### src/rtl/sarhi_pkg.sv
// Shared constants of the converter host interface.
// Assumes a 100 MHz ref_clk.
package sarhi_pkg;
	localparam int RESULT_W = 12;
	localparam int BUS_W = 8;
	localparam int CLK_MHZ = 100;
	// ------------------------------------------------------------
	// Timing
	// ------------------------------------------------------------
	localparam int AZ_MIN_US = 10;
	localparam int AZ_CYCLES = AZ_MIN_US * CLK_MHZ;
	localparam int CONV_TYP_US = 120;
	localparam int STEP_CYCLES = ((CONV_TYP_US - AZ_MIN_US) * CLK_MHZ) / RESULT_W;
	// ------------------------------------------------------------
	// Bus layout
	// ------------------------------------------------------------
	localparam int STATUS_POS = 7;
	localparam int HIGH_NIB_W = 4;
	localparam logic [2:0] PAD_ZERO = 3'h0;
	localparam logic [11:0] RESULT_RST = 12'h000;
	localparam logic [11:0] MSB_ONE = 12'h800;
	typedef enum logic [1:0] {
		SARHI_IDLE = 2'b00,
		SARHI_START = 2'b01,
		SARHI_AZ = 2'b10,
		SARHI_CONV = 2'b11
	} sarhi_state_t;
endpackage

### src/rtl/sarhi_sync.sv
// Two-flop synchroniser for a single pin.
// Assumes the input is asynchronous to clk.
`timescale 1ns/1ns
module sarhi_sync #(
	parameter logic RST_VAL = 1'b1
) (
	input wire logic clk,
	input wire logic reset,
	input wire logic d,
	output logic q
);
	logic s1_q;
	always_ff @(posedge clk or posedge reset) begin
		if (reset) begin
			s1_q <= RST_VAL;
			q <= RST_VAL;
		end else begin
			s1_q <= d;
			q <= s1_q;
		end
	end
endmodule

### src/rtl/sarhi_bus.sv
// Data bus driver: byte select and status packing.
// Assumes synchronised strobes from the control block.
`timescale 1ns/1ns
module sarhi_bus
	import sarhi_pkg::*;
(
	input wire logic ref_clk,
	input wire logic reset,
	input wire logic read_en,
	input wire logic byte_select,
	input wire logic converting,
	input wire logic [sarhi_pkg::RESULT_W-1:0] sar_bits,
	output logic [sarhi_pkg::BUS_W-1:0] data_out,
	output logic data_oe
);
	logic [BUS_W-1:0] data_d, data_q;
	logic oe_d, oe_q;
	always_comb begin
		oe_d = read_en;
		if (byte_select) begin
			data_d = {converting, PAD_ZERO, sar_bits[RESULT_W-1 -: HIGH_NIB_W]};
		end else begin
			data_d = sar_bits[BUS_W-1:0];
		end
	end
	always_ff @(posedge ref_clk or posedge reset) begin
		if (reset) begin
			data_q <= '0;
			oe_q <= 1'b0;
		end else begin
			data_q <= data_d;
			oe_q <= oe_d;
		end
	end
	assign data_out = data_q;
	assign data_oe = oe_q;
endmodule

### src/rtl/sarhi_top.sv
// Control logic of a 12-bit successive-approximation converter host interface.
// Assumes an external comparator result on comp_in, and pins from an async host.
//
// Summary of operation
// - Chip select plus write starts conversion
// - Drive bus only during chip-selected read
// - Byte select picks high or low byte
// - Busy low during conversion, high otherwise
// - High byte bit seven is status flag
// - Three pad bits read zero
// - Right-justified 12-bit result, bit 11 MSB
// - Auto-zero whenever idle and at start
// - Auto-zero lasts at least 10 us in internal mode; external mode relies on the host's write length
// - Internal pacing times auto-zero after write
// - Twelve bit decisions, MSB first, faster pace
// - External: MSB on second falling edge
// - Reads mid-conversion show partial register
// - Write during conversion restarts everything
// - Internal conversion about 120 us
`timescale 1ns/1ns
module sarhi_top
	import sarhi_pkg::*;
(
	input wire logic ref_clk,
	input wire logic reset,
	input wire logic chip_select_n,
	input wire logic read_n,
	input wire logic write_n,
	input wire logic byte_select,
	input wire logic ext_clk,
	input wire logic use_ext_clk,
	input wire logic comp_in,
	output logic [sarhi_pkg::BUS_W-1:0] data_out,
	output logic data_oe,
	output logic busy_n,
	output logic hold_capacitor,
	output logic [sarhi_pkg::RESULT_W-1:0] dac_code
);
	// ------------------------------------------------------------
	// Pin synchronisers
	// ------------------------------------------------------------
	logic cs_n_s, rd_n_s, wr_n_s, bsel_s, eclk_s, comp_s, ext_mode_s;
	sarhi_sync #(.RST_VAL(1'b1)) u_cs (.clk(ref_clk), .reset(reset), .d(chip_select_n), .q(cs_n_s));
	sarhi_sync #(.RST_VAL(1'b1)) u_rd (.clk(ref_clk), .reset(reset), .d(read_n), .q(rd_n_s));
	sarhi_sync #(.RST_VAL(1'b1)) u_wr (.clk(ref_clk), .reset(reset), .d(write_n), .q(wr_n_s));
	sarhi_sync #(.RST_VAL(1'b0)) u_bs (.clk(ref_clk), .reset(reset), .d(byte_select), .q(bsel_s));
	sarhi_sync #(.RST_VAL(1'b0)) u_ec (.clk(ref_clk), .reset(reset), .d(ext_clk), .q(eclk_s));
	sarhi_sync #(.RST_VAL(1'b0)) u_cp (.clk(ref_clk), .reset(reset), .d(comp_in), .q(comp_s));
	// Pacing mode is a strap, but it still arrives from outside the clock domain
	sarhi_sync #(.RST_VAL(1'b0)) u_em (.clk(ref_clk), .reset(reset), .d(use_ext_clk), .q(ext_mode_s));

	// ------------------------------------------------------------
	// Decode helpers
	// ------------------------------------------------------------
	// Busy covers every phase from the accepted write to the last decision
	function automatic logic is_running(input sarhi_state_t s);
		is_running = (s != SARHI_IDLE);
	endfunction

	// The input stays on the hold capacitor until bit decisions begin
	function automatic logic is_sampling(input sarhi_state_t s);
		is_sampling = (s == SARHI_IDLE) || (s == SARHI_START) || (s == SARHI_AZ);
	endfunction

	// A write only counts as a restart once the start phase has been left
	function automatic logic is_restartable(input sarhi_state_t s);
		is_restartable = (s == SARHI_AZ) || (s == SARHI_CONV);
	endfunction

	// Drops the bit under test if the comparator rejected it, then tries the next one
	function automatic logic [RESULT_W-1:0] trial_next(
		input logic [RESULT_W-1:0] sar,
		input logic [RESULT_W-1:0] mask,
		input logic keep
	);
		trial_next = (keep ? sar : (sar & ~mask)) | (mask >> 1);
	endfunction

	// ------------------------------------------------------------
	// Strobe and pace decode
	// ------------------------------------------------------------
	sarhi_state_t state_d, state_q;
	logic [11:0] sar_d, sar_q;
	logic [11:0] mask_d, mask_q;
	logic [15:0] cnt_d, cnt_q;
	logic [1:0] fall_d, fall_q;
	logic eclk_d, eclk_q;
	logic write_act, eclk_fall, step, last_bit, restart, az_int_done, az_ext_done;

	assign write_act = !cs_n_s && !wr_n_s;
	assign eclk_fall = eclk_q && !eclk_s;
	// Internal pacing spreads the remaining time evenly over the twelve steps
	assign step = ext_mode_s ? eclk_fall : (cnt_q == 16'h0000);
	assign last_bit = (mask_q == 12'h001);
	// In external mode the host's stretched write covered auto-zero; only falls count
	assign az_int_done = !ext_mode_s && (cnt_q == 16'h0000);
	assign az_ext_done = ext_mode_s && eclk_fall && (fall_q == 2'h1);
	assign restart = write_act && is_restartable(state_q);

	// ------------------------------------------------------------
	// Pace clock edge detect
	// ------------------------------------------------------------
	always_comb begin
		eclk_d = eclk_s;
	end

	always_ff @(posedge ref_clk or posedge reset) begin
		if (reset) begin
			eclk_q <= 1'b0;
		end else begin
			eclk_q <= eclk_d;
		end
	end

	// ------------------------------------------------------------
	// Conversion sequencer
	// ------------------------------------------------------------
	always_comb begin
		state_d = state_q;
		case (state_q)
			SARHI_IDLE: begin
				if (write_act) begin
					state_d = SARHI_START;
				end
			end
			SARHI_START: begin
				// Held while the write stays low; auto-zero timing begins at its release
				if (!write_act) begin
					state_d = SARHI_AZ;
				end
			end
			SARHI_AZ: begin
				if (az_int_done || az_ext_done) begin
					state_d = SARHI_CONV;
				end
			end
			SARHI_CONV: begin
				if (step && last_bit) begin
					state_d = SARHI_IDLE;
				end
			end
			default: begin
				state_d = SARHI_IDLE;
			end
		endcase
		// A write during auto-zero or bit decisions starts over from the top
		if (restart) begin
			state_d = SARHI_START;
		end
	end

	always_ff @(posedge ref_clk or posedge reset) begin
		if (reset) begin
			state_q <= SARHI_IDLE;
		end else begin
			state_q <= state_d;
		end
	end

	// ------------------------------------------------------------
	// Pace counters
	// ------------------------------------------------------------
	always_comb begin
		cnt_d = cnt_q;
		fall_d = fall_q;
		case (state_q)
			SARHI_START: begin
				cnt_d = 16'(AZ_CYCLES - 1);
				fall_d = 2'h0;
			end
			SARHI_AZ: begin
				if (ext_mode_s) begin
					if (eclk_fall) begin
						fall_d = fall_q + 2'h1;
					end
				end else if (az_int_done) begin
					cnt_d = 16'(STEP_CYCLES - 1);
				end else begin
					cnt_d = cnt_q - 16'h0001;
				end
			end
			SARHI_CONV: begin
				if (step) begin
					cnt_d = 16'(STEP_CYCLES - 1);
				end else if (!ext_mode_s) begin
					cnt_d = cnt_q - 16'h0001;
				end
			end
			default: begin
				cnt_d = cnt_q;
			end
		endcase
	end

	always_ff @(posedge ref_clk or posedge reset) begin
		if (reset) begin
			cnt_q <= 16'h0000;
			fall_q <= 2'h0;
		end else begin
			cnt_q <= cnt_d;
			fall_q <= fall_d;
		end
	end

	// ------------------------------------------------------------
	// Approximation register
	// ------------------------------------------------------------
	always_comb begin
		sar_d = sar_q;
		mask_d = mask_q;
		case (state_q)
			SARHI_START: begin
				sar_d = RESULT_RST;
				mask_d = RESULT_RST;
				// External pacing: the MSB trial must settle before the deciding fall
				if (!write_act && ext_mode_s) begin
					sar_d = MSB_ONE;
					mask_d = MSB_ONE;
				end
			end
			SARHI_AZ: begin
				if (az_int_done) begin
					sar_d = MSB_ONE;
					mask_d = MSB_ONE;
				end else if (az_ext_done) begin
					sar_d = trial_next(sar_q, mask_q, comp_s);
					mask_d = mask_q >> 1;
				end
			end
			SARHI_CONV: begin
				if (step) begin
					sar_d = trial_next(sar_q, mask_q, comp_s);
					mask_d = mask_q >> 1;
				end
			end
			default: begin
				sar_d = sar_q;
			end
		endcase
	end

	always_ff @(posedge ref_clk or posedge reset) begin
		if (reset) begin
			sar_q <= RESULT_RST;
			mask_q <= RESULT_RST;
		end else begin
			sar_q <= sar_d;
			mask_q <= mask_d;
		end
	end

	// ------------------------------------------------------------
	// Outputs
	// ------------------------------------------------------------
	logic converting;
	logic busy_n_d, busy_n_q, hold_d, hold_q;
	logic [11:0] dac_d, dac_q;
	assign converting = is_running(state_q);

	// Taken from the next state so the pins move on the same edge as the sequencer
	always_comb begin
		busy_n_d = !is_running(state_d);
		hold_d = is_sampling(state_d);
		dac_d = sar_d;
	end

	always_ff @(posedge ref_clk or posedge reset) begin
		if (reset) begin
			busy_n_q <= 1'b1;
			hold_q <= 1'b1;
			dac_q <= RESULT_RST;
		end else begin
			busy_n_q <= busy_n_d;
			hold_q <= hold_d;
			dac_q <= dac_d;
		end
	end
	assign busy_n = busy_n_q;
	assign hold_capacitor = hold_q;
	assign dac_code = dac_q;

	// Mid-conversion reads show the live approximation register
	sarhi_bus u_bus (
		.ref_clk(ref_clk),
		.reset(reset),
		.read_en(!cs_n_s && !rd_n_s),
		.byte_select(bsel_s),
		.converting(converting),
		.sar_bits(sar_q),
		.data_out(data_out),
		.data_oe(data_oe)
	);
endmodule

### config.mk
export PLATFORM = sky130hd
export DESIGN_NAME = sarhi_top
export DESIGN_NICKNAME = d
export VERILOG_FILES = /design/src/rtl/sarhi_pkg.sv /design/src/rtl/sarhi_sync.sv /design/src/rtl/sarhi_bus.sv /design/src/rtl/sarhi_top.sv
export SDC_FILE = /design/constraint.sdc
export NUM_CORES = 1
export LEC_CHECK = 0
export ABC_AREA = 1
export ABC_CLOCK_PERIOD_IN_PS = 2200
export BUFFER_PORTS_ARGS = -buffer_cell sky130_fd_sc_hd__buf_4
export CAP_MARGIN = 20
export CORE_MARGIN = 3
export CORE_UTILIZATION = 30
export CTS_BUF_LIST = sky130_fd_sc_hd__clkbuf_16
export DETAILED_ROUTE_END_ITERATION = 10
export GPL_TIMING_DRIVEN = 0
export SLEW_MARGIN = 20
export SYNTH_ARGS = -nofsm -noshare
export SYNTH_HDL_FRONTEND = slang
export SYNTH_SLANG_ARGS = --single-unit
export TNS_END_PERCENT = 100
### constraint.sdc
create_clock -name ref_clk -period 2.2 [get_ports ref_clk]
set_clock_uncertainty 0.2 [all_clocks]
set_input_delay 0.33 -clock ref_clk [delete_from_list [all_inputs] [get_ports ref_clk]]
set_output_delay 0.33 -clock ref_clk [all_outputs]
set_load 0.05 [all_outputs]
==> impl_metrics.toml <==
[global_route]
grt_start_max_net_pins = 32
grt_overflow_total = 0
antenna_found_initial = 0
grt_pass1_vias = 2832
grt_first_pass_wirelength_mm = 13.5
grt_use_total_pct = 13.1

[run_status]
status = "finished clean"

[synthesis]
synth.yosys.warnings = 0
synth_flop_cell = "dfrtp_1"
synth_nets = 458
synth-seq-cells = 70
synthesis.area_um2 = 3470
synth_top_area_share_pct = 44.7
post-synth-top-count-cell = "nand2_1"
syn_area_per_cell_um2 = 7.78
yosysTopAreaCell = "dfrtp_1"
synthTopCellsByArea = "dfrtp_1 (45%), nand2_1 (17%), nand3_1 (7.4%)"
seq_area_frac_synth_pct = 50.8
synth_common_cells = "nand2_1 (158), dfrtp_1 (62), nand3_1 (51)"
netlist_instances = 446
yosysUniqueCellTypes = 33
synth_edf_count = 0
synthArstFlopShare_pct = 100

[hold_path]
worstHoldPathCells = 0
hold_path_class = "reg -> reg"
worstHoldStart = "u_cp.s1_q$_DFF_PP0_"
hold-path-endpoint = "u_cp.q$_DFF_PP0_"

[final_layout]
fin_nets = 510
diodes = 0
design_area_um2 = 4320
drive_above_1_share_pct = 16.7
fin_cells = 643
area_growth_pct = 24.4
utilization_pct = 39.0
fill_cells = 1130

[cts]
worstSkewPairLatency_ns = 0.33
numCtsBuffers = 9
cts_htree_levels = 3
cts_hold_buf = 8
clockBufferDepth = 2
cts-resized-gates = 0
cts_setup_buffers = 0
tritoncts = "built"
cts.sinks = 70
cts_root_buf = "clkbuf_16"
clk_pin_slew_worst_paths_ns = 0.05

[worst_setup_path]
path_cells = "inv_1 > ha_1 > nand3_1 > nor2_2 > nand3_1 > o21ai_2 > inv_2 > buf_2 > nand3_1 > nand2_1"
ff2ff_setup_slack_ns = 0.22
crit_fanout = 10
reg2reg_to = "dac_code[7]$_DFFE_PP0P_"
crit_arrival_ns = 1.99
endpoint_kind = "register"
cpMostUsedCell = "nand3_1"
max_stage_delay_ns = 0.39
r2r.worst_path.cells = 10
critPathLaunchType = "register"
worst-path-buf-inv = 3
cp_top_family = "simple AND/OR/NAND/NOR gates"
reg2reg_from = "cnt_q[0]$_DFFE_PP0P_"
required_ns = 2.21
crit_type = "reg -> reg"
cp_slowest_cell = "dfrtp_1"

[floorplan]
fp-row-count = 38
core_area_um2 = 11100
die_h_um = 114
dieArea_um2 = 12900
floorplan.initialDensity_pct = 31.3
die_w_um = 114
pin_count = 32

[pwr]
p_sw_share_pct = 34.6
leakagePower_nw = 2.19
p_switching_mw = 1.51
power.total_mw = 4.35
peakVddDrop_uv = 348
p_seq_share_pct = 37.6
comb_power_share_pct = 27.1
clock_power_share_pct = 35.3
internal_power_mw = 2.84
power.density_nw_per_um2 = 1010

[place]
gp_congestion = 0.891
hpwl_mm = 5.73
pre_cts_ws_ns = 0.240
numPortBuffers = 31
dpl.cell_count = 619
place_area_um2 = 3920

[detailed_routing]
via_per_inst = 4.67
routed_wl_mm = 7.96
first_iter_violations = 148
avgRoutedWirePerCell_um = 12.4
drt.antenna.violating_nets = 0
route.detailed.drc = 0
dr_total_vias = 3003
drt_pass1_iterations = 5

[timing]
setup_viol = 0
worst_pin_slew_ns = 0.478
min_period_ns = 1.98
fmax_ghz = 0.506
rsz0062_at_grt = "no"
hold_viol_final = 0
maxSlewViolCount = 0
period_share_pct = 89.9
fin_ws_ns = 0.223
timing.hold.ws_ns = 0.146
tns_ns = 0
max_slew_margin_pct = 68.1

[job]
cap_violations = 0
==> worst reg2reg max path, cell delays in order (launching register included) <==
cell	delay [ns]
dfrtp_1	0.39
inv_1	0.14
ha_1	0.21
nand3_1	0.10
nor2_2	0.12
nand3_1	0.16
o21ai_2	0.10
inv_2	0.10
buf_2	0.20
nand3_1	0.08
nand2_1	0.06
==> cell usage in the layout, fill, tap and decap left out, types with 2 or more instances in the layout <==
| master | netlist | routed |
|---|---|---|
| nand2_1 | 158 | 158 |
| dfrtp_1 | 62 | 62 |
| nand3_1 | 51 | 51 |
| nor2_1 | 39 | 39 |
| inv_1 | 33 | 33 |
| buf_4 | 2 | 33 |
| a21oi_1 | 23 | 23 |
| o21ai_0 | 18 | 18 |
| clkbuf_16 | 0 | 9 |
| dfstp_2 | 8 | 8 |
| dlygate4sd3_1 | 0 | 8 |
| buf_2 | 7 | 7 |
| clkbuf_1 | 5 | 5 |
| nor2_2 | 4 | 4 |
| inv_2 | 3 | 3 |
| nand4_1 | 3 | 3 |
| ha_1 | 3 | 3 |
| nor2_4 | 2 | 2 |
| nand2_2 | 2 | 2 |
| or2_2 | 2 | 2 |
| nand2_4 | 2 | 2 |
| buf_6 | 2 | 2 |
| xor2_1 | 2 | 2 |
| nand3b_1 | 2 | 2 |
| xnor2_1 | 2 | 2 |
| nor3_1 | 2 | 2 |
| clkinv_1 | 0 | 2 |
| bufinv_16 | 0 | 2 |
| buf_12 | 0 | 2 |
==> state kept, by name, indices dropped and copies added, names as in the netlist, 2 cells and up <==
| name | cells |
|---|---|
| u_bus.data_out | 8 |
| fall_q | 2 |
| cnt_q | 16 |
| state_q | 2 |
| mask_q | 12 |
| dac_code | 12 |
==> area by class of cell <==
| class | count | area (µm²) | share of cell area [%] |
|---|---|---|---|
| clock buffers | 9 | 225 | 5.22 |
| inverters | 36 | 139 | 3.22 |
| repair buffers | 41 | 353 | 8.17 |
| plain buffers | 17 | 95.1 | 2.20 |
| flip-flops and latches | 70 | 1760 | 40.8 |
| multi-input cells | 323 | 1480 | 34.3 |
| well taps | 140 | 175 | 4.06 |
| clock inverters | 7 | 88.8 | 2.06 |
==> logic make-up after synthesis <==
kind of cell | after synthesis | synth area share [%]
AOI/OAI and AO/OA | 46 | 6.96
xor gates and xnor gates | 4 | 1.01
adders and majority gates | 3 | 1.08
buffers and inverters | 53 | 6.63
DFF | 70 | 50.8
muxes | 2 | 0.613
and+or+nand+nor | 268 | 32.9
==> how the worst max path moves through the flow <==
stage / cells after the start / startpoint / slack, ns / end
floorplan: 10 / cnt_q[0]$_DFFE_PP0P_ / 0.47 / dac_code[10]$_DFFE_PP0P_
finish: 10 / cnt_q[0]$_DFFE_PP0P_ / 0.22 / dac_code[7]$_DFFE_PP0P_
global route: 10 / cnt_q[0]$_DFFE_PP0P_ / 0.02 / dac_code[4]$_DFFE_PP0P_
global placement: 10 / cnt_q[0]$_DFFE_PP0P_ / 0.24 / dac_code[0]$_DFFE_PP0P_
detailed placement: 10 / cnt_q[0]$_DFFE_PP0P_ / 0.24 / dac_code[4]$_DFFE_PP0P_
CTS: 10 / cnt_q[0]$_DFFE_PP0P_ / 0.22 / dac_code[7]$_DFFE_PP0P_
==> power by group through the flow <==
stage	sequential [mW]	clock, mW	combinational (mW)
5_1_grt	1.66	1.62	1.31
2_1_floorplan	1.82	0	0.667
4_1_cts	1.63	1.57	1.19
6_report	1.63	1.53	1.18
3_5_place_dp	1.65	0	1.17
3_3_place_gp	1.65	0	1.14
==> layer usage <==
layer | up-vias | track usage (%) | wire length [µm]
met5 | - | 0 | 0
met4 | 0 | 6.09 | 145
met3 | 11 | 2.49 | 407
met2 | 70 | 18.9 | 3490
met1 | 1395 | 18.8 | 3910
li1 | 1527 | - | -
(Power assumes the default switching activity.)
